## src/pkg/sfspi_pkg.sv

```systemverilog
// Shared constants and state types of the serial flash front end
package sfspi_pkg;

  // ************************************************************
  // Instruction codes
  // ************************************************************
  localparam logic [7:0] OP_WRITE_EN     = 8'h06;
  localparam logic [7:0] OP_VOL_WRITE_EN = 8'h50;
  localparam logic [7:0] OP_WRITE_STATUS = 8'h01;
  localparam logic [7:0] OP_READ_STATUS  = 8'h05;
  localparam logic [7:0] OP_RESET_EN     = 8'h66;
  localparam logic [7:0] OP_RESET        = 8'h99;
  localparam logic [7:0] OP_READ_PARAM   = 8'h5A;

  // ************************************************************
  // Parameter table contents
  // ************************************************************
  localparam logic [23:0] PARAM_DW16_ADDR  = 24'h000068;
  localparam logic [7:0]  ENTER4B_NONE     = 8'h80;
  localparam logic [23:0] PARAM_DW16_LOW   = 24'hC030E8;
  localparam logic [31:0] PARAM_DW16       = {ENTER4B_NONE, PARAM_DW16_LOW};
  localparam logic [7:0]  PARAM_FILL       = 8'hFF;
  localparam logic [2:0]  PARAM_ADDR_BYTES = 3'h3;

  // ************************************************************
  // Reset values and timing
  // ************************************************************
  localparam logic [7:0] SR1_NV_RESET   = 8'h00;
  localparam int         CLK_PERIOD_NS  = 10;
  localparam int         SCLK_PERIOD_NS = 160;
  localparam int         SCLK_HALF_CYC  = SCLK_PERIOD_NS / (2 * CLK_PERIOD_NS);

  // ************************************************************
  // State types
  // ************************************************************
  typedef enum logic [5:0] {
    DEV_OPCODE = 6'h01,
    DEV_ADDR   = 6'h02,
    DEV_DUMMY  = 6'h04,
    DEV_OUT    = 6'h08,
    DEV_IN     = 6'h10,
    DEV_IGNORE = 6'h20
  } sfspi_dev_state_t;

  typedef enum logic [3:0] {
    HST_IDLE  = 4'h1,
    HST_SETUP = 4'h2,
    HST_SHIFT = 4'h4,
    HST_HOLD  = 4'h8
  } sfspi_host_state_t;

endpackage

```

## src/pkg/sfspi_if.sv

```systemverilog
// Serial bus between the flash end and its bus master
`timescale 1ns/1ps
interface sfspi_if;
  logic csN;
  logic sclk;
  logic mosi;
  logic miso;
  logic misoOe;

  modport dev (
    input  csN,
    input  sclk,
    input  mosi,
    output miso,
    output misoOe
  );

  modport host (
    output csN,
    output sclk,
    output mosi,
    input  miso,
    input  misoOe
  );
endinterface

```

## src/rtl/sfspi_flash_end.sv

```systemverilog
// Device end of the serial flash front end
`timescale 1ns/1ps
module sfspi_flash_end #(
  parameter logic [7:0] NV_INIT = sfspi_pkg::SR1_NV_RESET
) (
  input  wire logic        clk,
  input  wire logic        rst,
  sfspi_if.dev             link,
  output logic [7:0]       statusVol,
  output logic [7:0]       statusNv,
  output logic             writeEnable,
  output logic             volWriteEnable,
  output logic             resetArmed,
  output logic             softResetPulse,
  output logic [15:0]      cycleCount,
  output logic             selected
);

  // ************************************************************
  // Pin synchronisers and edge detection
  // ************************************************************
  logic [1:0] csSync_q;
  logic [1:0] sclkSync_q;
  logic [1:0] mosiSync_q;
  logic       csD_q;
  logic       sclkD_q;

  always_ff @(posedge clk) begin
    if (rst) begin
      csSync_q   <= 2'h3;
      sclkSync_q <= 2'h0;
      mosiSync_q <= 2'h0;
      csD_q      <= 1'b1;
      sclkD_q    <= 1'b0;
    end else begin
      csSync_q   <= {csSync_q[0], link.csN};
      sclkSync_q <= {sclkSync_q[0], link.sclk};
      mosiSync_q <= {mosiSync_q[0], link.mosi};
      csD_q      <= csSync_q[1];
      sclkD_q    <= sclkSync_q[1];
    end
  end

  wire csLow    = ~csSync_q[1];
  wire csFall   = csD_q & csLow;
  wire csRise   = ~csD_q & csSync_q[1];
  wire sclkRise = csLow & sclkSync_q[1] & ~sclkD_q;
  wire sclkFall = csLow & ~sclkSync_q[1] & sclkD_q;

  // ************************************************************
  // Cycle counter
  // ************************************************************
  logic cycleOpen_q;
  logic [15:0] cycleCnt_q;

  always_ff @(posedge clk) begin
    if (rst || csFall) begin
      cycleCnt_q  <= 16'h0000;
      cycleOpen_q <= ~sclkSync_q[1];
    end else if (sclkFall) begin
      cycleCnt_q  <= cycleOpen_q ? cycleCnt_q + 16'h0001 : cycleCnt_q;
      cycleOpen_q <= 1'b1;
    end
  end

  // ************************************************************
  // Parameter table lookup
  // ************************************************************
  function automatic logic [7:0] paramByte(input logic [23:0] a);
    logic [23:0] off;
    off = a - sfspi_pkg::PARAM_DW16_ADDR;
    if (a >= sfspi_pkg::PARAM_DW16_ADDR && off < 24'h000004) begin
      paramByte = sfspi_pkg::PARAM_DW16[off[1:0]*8 +: 8];
    end else begin
      paramByte = sfspi_pkg::PARAM_FILL;
    end
  endfunction

  // ************************************************************
  // Byte assembly and command sequencing
  // ************************************************************
  sfspi_pkg::sfspi_dev_state_t state_q;
  logic [7:0]  rxSh_q;
  logic [2:0]  bitCnt_q;
  logic [2:0]  byteIdx_q;
  logic [7:0]  opcode_q;
  logic [7:0]  data_q;
  logic [23:0] addr_q;
  logic [7:0]  txSh_q;
  logic [2:0]  outCnt_q;
  logic [7:0]  volSr_q;
  logic [7:0]  nvSr_q;

  wire [7:0]  inByte   = {rxSh_q[6:0], mosiSync_q[1]};
  wire        byteDone = sclkRise & (bitCnt_q == 3'h7);
  wire [23:0] addrNext = {addr_q[15:0], inByte};
  wire [23:0] addrInc  = addr_q + 24'h000001;
  wire        isStatus = opcode_q == sfspi_pkg::OP_READ_STATUS;
  wire [7:0]  nextOut  = isStatus ? volSr_q : paramByte(addrInc);

  always_ff @(posedge clk) begin
    if (rst || csFall || csRise) begin
      rxSh_q    <= 8'h00;
      bitCnt_q  <= 3'h0;
      byteIdx_q <= 3'h0;
    end else if (sclkRise) begin
      rxSh_q    <= inByte;
      bitCnt_q  <= bitCnt_q + 3'h1;
      byteIdx_q <= (byteDone && byteIdx_q != 3'h7) ? byteIdx_q + 3'h1 : byteIdx_q;
    end
  end

  always_ff @(posedge clk) begin
    if (rst || csFall || csRise) begin
      state_q <= sfspi_pkg::DEV_OPCODE;
    end else if (byteDone) begin
      case (state_q)
        sfspi_pkg::DEV_OPCODE: begin
          case (inByte)
            sfspi_pkg::OP_READ_STATUS:  state_q <= sfspi_pkg::DEV_OUT;
            sfspi_pkg::OP_READ_PARAM:   state_q <= sfspi_pkg::DEV_ADDR;
            sfspi_pkg::OP_WRITE_STATUS: state_q <= sfspi_pkg::DEV_IN;
            default:                    state_q <= sfspi_pkg::DEV_IGNORE;
          endcase
        end
        sfspi_pkg::DEV_ADDR: begin
          if (byteIdx_q == sfspi_pkg::PARAM_ADDR_BYTES) begin
            state_q <= sfspi_pkg::DEV_DUMMY;
          end
        end
        sfspi_pkg::DEV_DUMMY: state_q <= sfspi_pkg::DEV_OUT;
        sfspi_pkg::DEV_IN:    state_q <= sfspi_pkg::DEV_IGNORE;
        default:              state_q <= state_q;
      endcase
    end
  end

  always_ff @(posedge clk) begin
    if (rst) begin
      opcode_q <= 8'h00;
      data_q   <= 8'h00;
      addr_q   <= 24'h000000;
    end else if (byteDone && state_q == sfspi_pkg::DEV_OPCODE) begin
      opcode_q <= inByte;
    end else if (byteDone && state_q == sfspi_pkg::DEV_ADDR) begin
      addr_q   <= addrNext;
    end else if (byteDone && state_q == sfspi_pkg::DEV_IN) begin
      data_q   <= inByte;
    end else if (sclkFall && state_q == sfspi_pkg::DEV_OUT && outCnt_q == 3'h7) begin
      addr_q   <= addrInc;
    end
  end

  // ************************************************************
  // Serial output, updated on falling edges
  // ************************************************************
  logic misoQ;
  logic misoOeQ;

  always_ff @(posedge clk) begin
    if (rst || csFall) begin
      txSh_q   <= 8'h00;
      outCnt_q <= 3'h0;
    end else if (byteDone && state_q == sfspi_pkg::DEV_OPCODE) begin
      txSh_q   <= volSr_q;
    end else if (byteDone && state_q == sfspi_pkg::DEV_DUMMY) begin
      txSh_q   <= paramByte(addr_q);
    end else if (sclkFall && state_q == sfspi_pkg::DEV_OUT) begin
      txSh_q   <= (outCnt_q == 3'h7) ? nextOut : {txSh_q[6:0], 1'b0};
      outCnt_q <= outCnt_q + 3'h1;
    end
  end

  always_ff @(posedge clk) begin
    if (rst || csRise) begin
      misoQ   <= 1'b0;
      misoOeQ <= 1'b0;
    end else if (sclkFall && state_q == sfspi_pkg::DEV_OUT) begin
      misoQ   <= txSh_q[7];
      misoOeQ <= 1'b1;
    end
  end

  assign link.miso   = misoQ;
  assign link.misoOe = misoOeQ;

  // ************************************************************
  // Status and write enables, acted on at deselect
  // ************************************************************
  // Single-byte commands count only when exactly whole bytes were sent
  wire whole    = csRise & (bitCnt_q == 3'h0);
  wire oneByte  = whole & (byteIdx_q == 3'h1);
  wire wrStatus = whole & (byteIdx_q == 3'h2) & (opcode_q == sfspi_pkg::OP_WRITE_STATUS);
  wire doReset  = oneByte & (opcode_q == sfspi_pkg::OP_RESET) & resetArmed;
  logic welQ;
  logic volEnQ;
  logic armQ;
  logic resetPulseQ;

  always_ff @(posedge clk) begin
    if (rst) begin
      nvSr_q  <= NV_INIT;
      volSr_q <= NV_INIT;
    end else if (doReset) begin
      volSr_q <= nvSr_q;
    end else if (wrStatus && welQ) begin
      nvSr_q  <= data_q;
      volSr_q <= data_q;
    end else if (wrStatus && volEnQ) begin
      volSr_q <= data_q;
    end
  end

  always_ff @(posedge clk) begin
    if (rst || doReset) begin
      welQ   <= 1'b0;
      volEnQ <= 1'b0;
    end else if (oneByte && opcode_q == sfspi_pkg::OP_WRITE_EN) begin
      welQ   <= 1'b1;
    end else if (oneByte && opcode_q == sfspi_pkg::OP_VOL_WRITE_EN) begin
      volEnQ <= 1'b1;
    end else if (wrStatus) begin
      welQ   <= 1'b0;
      volEnQ <= 1'b0;
    end
  end

  always_ff @(posedge clk) begin
    if (rst) begin
      armQ        <= 1'b0;
      resetPulseQ <= 1'b0;
    end else begin
      resetPulseQ <= doReset;
      if (csRise) begin
        armQ <= oneByte & (opcode_q == sfspi_pkg::OP_RESET_EN);
      end
    end
  end

  // ************************************************************
  // User-side outputs
  // ************************************************************
  always_ff @(posedge clk) begin
    if (rst) begin
      statusVol      <= 8'h00;
      statusNv       <= 8'h00;
      writeEnable    <= 1'b0;
      volWriteEnable <= 1'b0;
      softResetPulse <= 1'b0;
      cycleCount     <= 16'h0000;
      selected       <= 1'b0;
    end else begin
      statusVol      <= volSr_q;
      statusNv       <= nvSr_q;
      writeEnable    <= welQ;
      volWriteEnable <= volEnQ;
      softResetPulse <= resetPulseQ;
      cycleCount     <= cycleCnt_q;
      selected       <= csLow;
    end
  end

  assign resetArmed = armQ;

endmodule

```

## src/flat_wrapper.sv

```systemverilog
// flat-port wrapper written by rule: the top's interface ports become plain ports
module sfspi_flash_end_flat 
#(
  parameter logic [7:0] NV_INIT = sfspi_pkg::SR1_NV_RESET
)
  (clk, rst, statusVol, statusNv, writeEnable, volWriteEnable, resetArmed, softResetPulse, cycleCount, selected, link_csN, link_sclk, link_mosi, link_miso, link_misoOe);
  sfspi_if link_i ();
  input  wire logic clk;
  input  wire logic rst;
  output logic [7:0] statusVol;
  output logic [7:0] statusNv;
  output logic writeEnable;
  output logic volWriteEnable;
  output logic resetArmed;
  output logic softResetPulse;
  output logic [15:0] cycleCount;
  output logic selected;
  input wire logic [$bits(link_i.csN)-1:0] link_csN;
  input wire logic [$bits(link_i.sclk)-1:0] link_sclk;
  input wire logic [$bits(link_i.mosi)-1:0] link_mosi;
  output wire logic [$bits(link_i.miso)-1:0] link_miso;
  output wire logic [$bits(link_i.misoOe)-1:0] link_misoOe;
  assign link_i.csN = link_csN;
  assign link_i.sclk = link_sclk;
  assign link_i.mosi = link_mosi;
  assign link_miso = link_i.miso;
  assign link_misoOe = link_i.misoOe;
  sfspi_flash_end #(.NV_INIT(NV_INIT)) u_core (.clk(clk), .rst(rst), .link(link_i), .statusVol(statusVol), .statusNv(statusNv), .writeEnable(writeEnable), .volWriteEnable(volWriteEnable), .resetArmed(resetArmed), .softResetPulse(softResetPulse), .cycleCount(cycleCount), .selected(selected));
endmodule
```

## config.mk

```make
export PLATFORM = sky130hd
export DESIGN_NAME = sfspi_flash_end_flat
export DESIGN_NICKNAME = d
export VERILOG_FILES = /design/src/pkg/sfspi_pkg.sv /design/src/pkg/sfspi_if.sv /design/src/rtl/sfspi_flash_end.sv /design/src/flat_wrapper.sv
export SDC_FILE = /design/constraint.sdc
export NUM_CORES = 1
export LEC_CHECK = 0
export BUFFER_PORTS_ARGS = -buffer_cell sky130_fd_sc_hd__buf_2
export CAP_MARGIN = 15
export CORE_ASPECT_RATIO = 0.75
export CORE_UTILIZATION = 40
export DETAILED_ROUTE_END_ITERATION = 8
export GPL_ROUTABILITY_DRIVEN = 0
export GPL_TIMING_DRIVEN = 1
export PLACE_DENSITY = 0.56
export SETUP_SLACK_MARGIN = 0.2
export SLEW_MARGIN = 5
export SYNTH_ARGS = -nofsm -noshare
export SYNTH_HDL_FRONTEND = slang
export SYNTH_SLANG_ARGS = --single-unit
```

## constraint.sdc

```tcl
create_clock -name clk -period 3.17 [get_ports clk]
set_input_delay 0.634 -clock clk [delete_from_list [all_inputs] [get_ports clk]]
set_output_delay 0.634 -clock clk [all_outputs]
set_load 0.1 [all_outputs]
```

# [Yosys cells after proc, flatten, opt, wreduce, memory -nomap -nowiden]
# Index checks and enable logic that the tools add are counted.
[word_totals] elab_cells=146 ff_bits=153 out_inout_bits=39
[classes] order_cmp=4 n_reduce_logical=34 eq_ne=23 shift=2 add_sub_neg=7 n_bitwise=23 n_mux=22
[op_table] cell="$mux W8" n=10
[op_table] cell="$mux W24" n=3
[op_table] cell="$shiftx A32 B6 Y8 const A" n=2
[op_table] cell="$ge A24 B7 Y1 const B" n=2
[op_table] cell="$lt A24 B3 Y1 const B" n=2
[op_table] cell="$sub A24 B7 Y24 const B" n=2
[op_table] cell="$add A24 B1 Y24 const B" n=1
[op_table] cell="$eq A8 B3 Y1 const B" n=3
[op_table] cell="$eq A8 B7 Y1 const B" n=3
[op_table] cell="$pmux W6 S4" n=1
[op_table] cell="$pmux W6 S3" n=1
[op_table] cell="$add A16 B1 Y16 const B" n=1
[op_table] cell="$eq A8 B1 Y1 const B" n=2
[op_table] cell="$and A1 B1 Y1" n=14
[op_table] cell="$logic_and A1 B1 Y1" n=13
[op_table] cell="$reduce_and A3 Y1" n=4
[op_table] cell="$reduce_and A2 Y1" n=5
[op_table] cell="$add A3 B1 Y3 const B" n=3
[op_table] cell="$not A1 Y1" n=9
[op_table] cell="$eq A8 B8 Y1 const B" n=1
[op_table] cell="$reduce_bool A2 Y1" n=4
[op_table] cell="$eq A3 B2 Y1 const B" n=2
[op_table] cell="$eq A3 B3 Y1 const B" n=2
[op_table] cell="$eq A6 B1 Y1 const B" n=1
[op_table] cell="13 further kinds" n=24

# [Longest topological paths before layout]
# Gate-level depths: netlist (run 1).
[depth] word_depth=10 mapped_depth=13 ltp_nobuf=12

# [Worst setup path before layout (run 1)]
# OpenSTA, ideal clock, no wires.
[synth_timing] path_kind="register to register" startpoint="register u_core.addr_q[0]" endpoint="register u_core.txSh_q[5]" slack_ps=359 path_buffers=2 t_arrival_ps=2676 stages_incl_launch_ff=12 cell_sequence="dfxtp_1 ha_1 buf_2 nand4_2 buf_2 nor4_2 xnor2_1 nand3_1 a2111oi_1 mux2i_2 o41ai_2 a31oi_1"
[synth_between] elab_chain_len=10
[synth_rtl] element="start: declaration" line_no="sfspi_flash_end.sv:88" rtl="logic [23:0] addr_q;"
[synth_rtl] element="start signal: assignment" line_no="sfspi_flash_end.sv:146" rtl="addr_q <= addrNext;"
[synth_rtl] element="start signal: assignment" line_no="sfspi_flash_end.sv:150" rtl="addr_q <= addrInc;"
[synth_rtl] element="$add A24 B1 Y24" line_no="sfspi_flash_end.sv:97" rtl="wire [23:0] addrInc = addr_q + 24'h000001;"
[synth_rtl] element="$sub A24 B7 Y24" line_no="sfspi_flash_end.sv:71" rtl="off = a - sfspi_pkg::PARAM_DW16_ADDR;"
[synth_rtl] element="$lt A24 B3 Y1" line_no="sfspi_flash_end.sv:72" rtl="if (a >= sfspi_pkg::PARAM_DW16_ADDR && off < 24'h000004) begin"
[synth_rtl] element="$logic_and A1 B1 Y1" line_no="sfspi_flash_end.sv:72"
[synth_rtl] element="$mux W8" line_no="sfspi_flash_end.sv:72"
[synth_rtl] element="$mux W8" line_no="sfspi_flash_end.sv:99" rtl="wire [7:0] nextOut = isStatus ? volSr_q : paramByte(addrInc);"
[synth_rtl] element="$mux W8" line_no="sfspi_flash_end.sv:169" rtl="txSh_q <= (outCnt_q == 3'h7) ? nextOut : {txSh_q[6:0], 1'b0};"
[synth_rtl] element="$mux W8" line_no="sfspi_flash_end.sv:168" rtl="end else if (sclkFall && state_q == sfspi_pkg::DEV_OUT) begin"
[synth_rtl] element="$mux W8 (*)" line_no="sfspi_flash_end.sv:166" rtl="end else if (byteDone && state_q == sfspi_pkg::DEV_DUMMY) begin"
[synth_rtl] element="$mux W8 (*)" line_no="sfspi_flash_end.sv:164" rtl="end else if (byteDone && state_q == sfspi_pkg::DEV_OPCODE) begin"
[synth_rtl] element="end signal: assignment" line_no="sfspi_flash_end.sv:165" rtl="txSh_q <= volSr_q;"
[synth_rtl] element="end signal: assignment" line_no="sfspi_flash_end.sv:167" rtl="txSh_q <= paramByte(addr_q);"
[synth_rtl] element="end signal: assignment" line_no="sfspi_flash_end.sv:169"
[synth_rtl] element="end: declaration" line_no="sfspi_flash_end.sv:89" rtl="logic [7:0] txSh_q;"
# Mark *: on every way between the ends. The rest lies on a longest branch, timed or not. The select of a mux whose other input is x is not followed.
# A chain may end at the register's enable or synchronous reset.

# [Worst setup path after layout (run 1)]
[layout_timing] startpoint="register u_core.addr_q[3]" endpoint="register u_core.txSh_q[5]"
# Same word-level chain as after synthesis.

==> results of run 1 <==
==> cells by family (layout without fill, tap and decap cells) <==
kind of cell    count (synthesis)  after routing  share of synthesized area
simple gates                  392            392                     0.2724
compound gates                172            172                     0.1553
flops                         153            153                     0.4033
buf+inv                        78            133                    0.04236
xor+xnor                       57             57                    0.06552
mux                            21             21                    0.02824
fa+ha+maj                      20             20                    0.03284
==> through the flow <==
stage / util / cells / cell area (um^2) / total power, mW
after floorplan: - / 893 / 7620 / 2.018
after global placement: 0.4400 / 1159 / 8167 / 2.037
after detailed placement: 0.4400 / 1159 / 8167 / 2.036
after CTS: 0.4714 / 1191 / 8750 / 4.051
after global routing: 0.4818 / 1195 / 8942 / 4.133
final: 0.4818 / 1195 / 8942 / 4.003
==> timing repair <==
| action | 4_1_cts | 5_1_grt |
|---|---|---|
| pin swaps | 0 | 9 |
| buffers inserted | 0 | 4 |
| endpoints found under the setup margin | 4 | 8 |
| hold buffers | 0 | 0 |
| resized for setup | 2 | 28 |
==> state kept, by name, indices dropped and copies added (netlist names), 3 cells and up <==
| register | count |
|---|---|
| u_core.bitCnt_q | 3 |
| u_core.rxSh_q | 7 |
| u_core.statusNv | 8 |
| u_core.txSh_q | 8 |
| u_core.byteIdx_q | 3 |
| u_core.nvSr_q | 8 |
| u_core.outCnt_q | 3 |
| u_core.addr_q | 24 |
| u_core.cycleCnt_q | 16 |
| u_core.data_q | 8 |
| u_core.volSr_q | 8 |
| u_core.statusVol | 8 |
| u_core.opcode_q | 8 |
| u_core.state_q | 6 |
| u_core.cycleCount | 16 |
==> critical path, cell delays in order, from the launching register on <==
cell and delay (ns):
dfxtp_1 0.35, ha_2 0.22, and4_1 0.39, xnor2_1 0.17
a41o_2 0.28, or4bb_1 0.44, o2bb2ai_2 0.20, o2111ai_2 0.17
o41ai_4 0.37, a31oi_1 0.12
==> cells in the final DEF, fill, tap and decap left out, types with 7 or more instances in the layout <==
cell type	synthesis	layout
mux2i_1	19	19
xnor2_1	32	31
a22o_1	8	8
buf_4	4	39
o21ai_0	20	20
or2_2	7	7
nand3_1	22	19
and3_1	7	7
xor2_1	25	25
nand4_1	20	20
nor2b_1	46	46
buf_2	11	42
nor3_1	21	21
nor2_1	120	120
and4_1	10	10
clkbuf_16	0	17
inv_1	18	18
ha_1	20	17
a211oi_1	33	33
a21oi_1	49	49
dfxtp_1	152	149
nand2_1	77	76
or3_1	11	11
==> area by class of cell <==
type / count / area share
Clock buffer: 18 / 0.04799
Sequential cell: 153 / 0.3441
Timing Repair Buffer: 83 / 0.05877
Tap cell: 247 / 0.03456
Clock inverter: 14 / 0.01651
Multi-Input combinational cell: 662 / 0.4906
Inverter: 18 / 0.007556
==> worst paths after layout <==
| path | start | end |
|---|---|---|
| worst max register to register | u_core.addr_q[3] | u_core.txSh_q[5] |
| worst min-delay path | link_csN | u_core.csSync_q[0] |
| worst min register to register | u_core.csSync_q[0] | u_core.csSync_q[1] |
| worst max-delay path | u_core.addr_q[3] | u_core.txSh_q[5] |
==> report_power, final <==
part | switching [mW] | internal, mW
Sequential | 0.00362 | 1.93
Combinational | 0.0465 | 0.0132
Clock | 0.899 | 1.11
==> per-layer routing <==
| layer | part of all wire | track usage |
|---|---|---|
| met1 | 0.53 | 0.3245 |
| met3 | 0.069 | 0.04903 |
| met5 | 0 | 0 |
| met2 | 0.39 | 0.2616 |
| met4 | 0.0094 | 0.06250 |
==> qor.yml, run 1 <==
hold_path:
  hold_path.class: "input port to flip-flop"
  hold_depth: 2
die:
  initial_core_util: 0.4105
  num_rows: 43
  fp.coreArea_um2: 18560
  fp.dieArea_um2: 19610
  die_h_um: 121.5
  die_x_um: 161.4
  ios: 44
clock_tree:
  clk_latency_ns: 0.43
  cts_max_level: 4
  cts_tree: "built"
  cts_buffers: 17
  root_buffer: "clkbuf_16"
  clk_pin_slew_worst_paths_ns: 0.07
  cts.sinks: 153
  clockBufferDepth: 2
synth:
  syn-instance-count: 893
  synth_most_common_cell: "dfxtp_1"
  synth_edf_count: 1
  synth_area_leaders: "dfxtp_1, nor2_1, nand2_1, nor2b_1, xnor2_1"
  netlist.area_leader.share: 0.3993
  synth_cell_types: 75
  syn-num-nets: 918
  synthArstFlopShare: 0
  synth_area_leader_cell: "dfxtp_1"
  synth_commonest_cells: "dfxtp_1, nor2_1, nand2_1, a21oi_1, nor2b_1"
  yosysSeqAreaShare: 0.4033
  yosysWarnings: 0
  syn_area_per_cell_um2: 8.533
  syn_area_um2: 7620
  synth-main-ff-cell: "dfxtp_1"
  ys_seq_elements: 153
timing:
  setup_ws_ns: 0.3218
  relSlewSlack: 0.5187
  tns_ns: 0
  fin_skew_ns: 0.01096
  max_freq_mhz: 351.1
  tightestPinTransition_ns: 0.7219
  hold_violations: 0
  drv_slew: 0
  fin_crit_ns: 2.848
  min_period_over_period: 0.8985
  setup_violations: 0
  rsz0062_at_grt: "yes"
  hold-worst-slack_ns: 0.3790
pwr:
  cellPowerDensity_nw_per_um2: 447.6
  leakage_nw: 3.452
  peakVddDrop_mv: 0.2589
global_route:
  gr-total-overflow: 0
  grt_pass1_wl_um: 31220
  grt_max_degree: 48
  antenna_found_initial: 0
  grt_use_total: 0.2046
  first_global_vias: 5625
critical_path:
  regToRegSetupSlack_ns: 0.32
  r2r_cells: 9
  cp.required_ns: 3.47
  cp.arrival_ns: 3.15
  cp-start-kind: "flip-flop"
  endpoint_kind: "flip-flop"
  path_class: "flip-flop to flip-flop"
  crit_fanout: 6
route:
  drtIter0Drc: 509
  ant_nets: 0
  num_vias: 6550
  wl_um: 19750
  wire_per_inst_um: 16.53
  viasPerCell: 5.481
  drt_drc_violations_left: 0
  dr.pass1.iters: 5
cells_and_area:
  ff_latch_area_um2: 3077
  n_fill_cell: 1819
  fin_nets: 960
  n_antenna_cell: 0
  syn2layout_area_growth_pct: 17.36
  multi_input_area_um2: 4387
  drive_above_1_share: 0.1698
place:
  dp_slack_ns: 0.1130
  hpwl_um: 14170
  io_buffers: 43
status:
  status: "complete, no violations"
job:
  maxCapViolations: 0
No activity file was read; power rests on OpenSTA's default activity.
==> inputs of run 2 (changes only) <==
Settings changed: ABC_AREA from default to 1.
==> run 2 against run 1 <==
Compared with the run above:
- final area is 0.78% higher
- power is 0.81% lower
- largest cell class unchanged
- via count is 16% higher
==> qor.yml, run 2 <==
pwr:
  power_mw: 3.970
  cellPowerDensity_nw_per_um2: 440.5
  peakVddDrop_mv: 0.2645
  leakage_nw: 3.925
cells_and_area:
  fin_area_um2: 9012
  final_cell_mix: "nand2_1, nor2_1, inv_1, dfxtp_1, o21ai_0"
  n_antenna_cell: 0
  fin_nets: 1240
  instances_no_fill: 1481
  largest_reg_flops: 24
  mostFrequentLayoutCell: "nand2_1"
  top_register: "u_core.addr_q"
  syn2layout_area_growth_pct: 14.64
  post-route-util: 0.4664
  drive_above_1_share: 0.1254
  top_regs: "u_core.addr_q: 24 flops, u_core.cycleCnt_q: 16 flops, u_core.cycleCount: 16 flops"
die:
  num_rows: 44
  initial_core_util: 0.4068
  ios: 44
  fp.dieArea_um2: 20220
  die_x_um: 163.9
  die_h_um: 123.4
  fp.coreArea_um2: 19320
timing:
  relSlewSlack: 0.5926
  setup_ws_ns: 0.5145
  fin_crit_ns: 2.655
  min_period_over_period: 0.8377
  setup_violations: 0
  tns_ns: 0
  drv_slew: 0
  hold-worst-slack_ns: 0.3967
  rsz0062_at_grt: "no"
  hold_violations: 0
  fin_skew_ns: 0.01041
  tightestPinTransition_ns: 0.6064
  max_freq_mhz: 376.6
clock_tree:
  cts_tree: "built"
  cts_buffers: 17
  cts_max_level: 4
  root_buffer: "clkbuf_16"
  cts_setup_buffers: 0
  clk_pin_slew_worst_paths_ns: 0.06
  clockBufferDepth: 2
  clk_latency_ns: 0.42
  cts.sinks: 153
  hold_buffers: 0
global_route:
  first_global_vias: 6686
  grt_use_total: 0.2328
  grt_max_degree: 53
  grt_pass1_wl_um: 35960
  antenna_found_initial: 0
  gr-total-overflow: 0
synth:
  yosysWarnings: 0
  synth_cell_types: 42
  syn-num-nets: 1192
  synth_edf_count: 1
  synth_commonest_cells: "nand2_1, nor2_1, dfxtp_1, inv_1, o21ai_0"
  synthArstFlopShare: 0
  yosysSeqAreaShare: 0.3909
  synth_most_common_cell: "nand2_1"
  syn-instance-count: 1167
  synth_area_leader_cell: "dfxtp_1"
  synth_area_leaders: "dfxtp_1, nand2_1, nor2_1, o21ai_0, inv_1"
  ys_seq_elements: 153
  netlist.area_leader.share: 0.3871
  syn_area_per_cell_um2: 6.736
  synth-main-ff-cell: "dfxtp_1"
  syn_area_um2: 7861
critical_path:
  rr_endpoint: "u_core.txSh_q[3]"
  crit_family: "simple AND/OR/NAND/NOR gates"
  cp.required_ns: 3.46
  r2r_cells: 19
  crit_top_cell: "nand2_1"
  crit_buf_inv: 0
  crit_fanout: 8
  crit_slowest_cell: "dfxtp_1"
  cp.arrival_ns: 2.95
  crit_cells: 19
  startpoint: "u_core.addr_q[10]"
  crit_chain: "nand2_1 > nor2_2 > nand3_2 > nand2_1 > nand2_1 > nor2_2 > nand3_1 > nor2_2 > nand2_1 > nand2_1 > nand2_1 > nor2_2 > nand3_2 > nand2_4 > nand2_1 > nand2_1 > nand2_1 > nand2_1 > a21oi_1"
  endpoint_kind: "flip-flop"
  path_class: "flip-flop to flip-flop"
  setup.worst_path.end: "u_core.txSh_q[3]"
  rr_startpoint: "u_core.addr_q[10]"
  critPathMaxStageDelay_ns: 0.51
  regToRegSetupSlack_ns: 0.51
  cp-start-kind: "flip-flop"
route:
  drt_drc_violations_left: 0
  wire_per_inst_um: 15.12
  viasPerCell: 5.123
  dr.pass1.iters: 5
  drtIter0Drc: 723
  num_vias: 7587
  ant_nets: 0
  wl_um: 22400
place:
  dp_slack_ns: 0.3021
  hpwl_um: 17170
  place_inst: 1449
  placed_cell_area_um2: 8413
  io_buffers: 43
job:
  maxCapViolations: 0
hold_path:
  hold_path.class: "input port to flip-flop"
status:
  status: "complete, no violations"
==> run 2: cell count changes after synthesis, sizes merged, moves of 22 or more <==
cell / before / now
nand3: 24 / 62
nand2: 77 / 255
nor2b: 46 / 0
inv: 18 / 151
a211oi: 33 / 8
xor2: 25 / 3
nor2: 120 / 178
xnor2: 32 / 1
a21oi: 49 / 96
o21ai: 23 / 118
==> run 2: logic make-up after synthesis <==
logic type | count (synthesis) | share of synthesized area
flops | 153 | 0.3909
compound gates | 245 | 0.1662
xor+xnor | 4 | 0.004457
simple gates | 554 | 0.3123
fa+ha+maj | 20 | 0.03183
buf+inv | 191 | 0.09438
==> run 2: repair_timing <==
action	CTS	global route
hold endpoints to repair	0	0
setup endpoints to repair	0	8
gates resized for setup	0	11
==> run 2: layer usage <==
layer	wire, um	up-vias	part of all wire	track usage
met5	0	-	0	0
met4	486	0	0.022	0.07986
met3	1981	32	0.088	0.05770
met2	8185	261	0.37	0.2932
met1	11750	3398	0.52	0.3679
li1	-	3896	-	-
==> run 2: final cells by class <==
cell class / instances / area (um^2)
fillers: 1982 / 10310
multi-input cells: 823 / 4074
flip-flops and latches: 153 / 3080
inverters: 152 / 571.8
clock buffers: 17 / 425.4
repair buffers: 68 / 402.9
well taps: 253 / 316.6
clock inverters: 15 / 141.4
==> run 2: worst min-delay path by stage <==
stage,from,endpoint,slack (ns),depth (start not counted)
3_5_place_dp,u_core.csSync_q[0],u_core.csSync_q[1],0.40,1
2_1_floorplan,u_core.mosiSync_q[0],u_core.mosiSync_q[1],0.39,2
5_1_grt,link_csN,u_core.csSync_q[0],0.39,2
3_3_place_gp,u_core.csSync_q[0],u_core.csSync_q[1],0.39,1
6_report,link_csN,u_core.csSync_q[0],0.40,2
4_1_cts,link_csN,u_core.csSync_q[0],0.38,2
==> run 2: where the power goes <==
part | switching [mW] | leakage (nW) | internal, mW | total, mW
Sequential | 0.00409 | 1.24 | 1.93 | 1.93
Clock | 0.868 | 0.277 | 1.10 | 1.97
Combinational | 0.0527 | 2.41 | 0.0180 | 0.0707
Total | 0.925 | 3.92 | 3.05 | 3.97
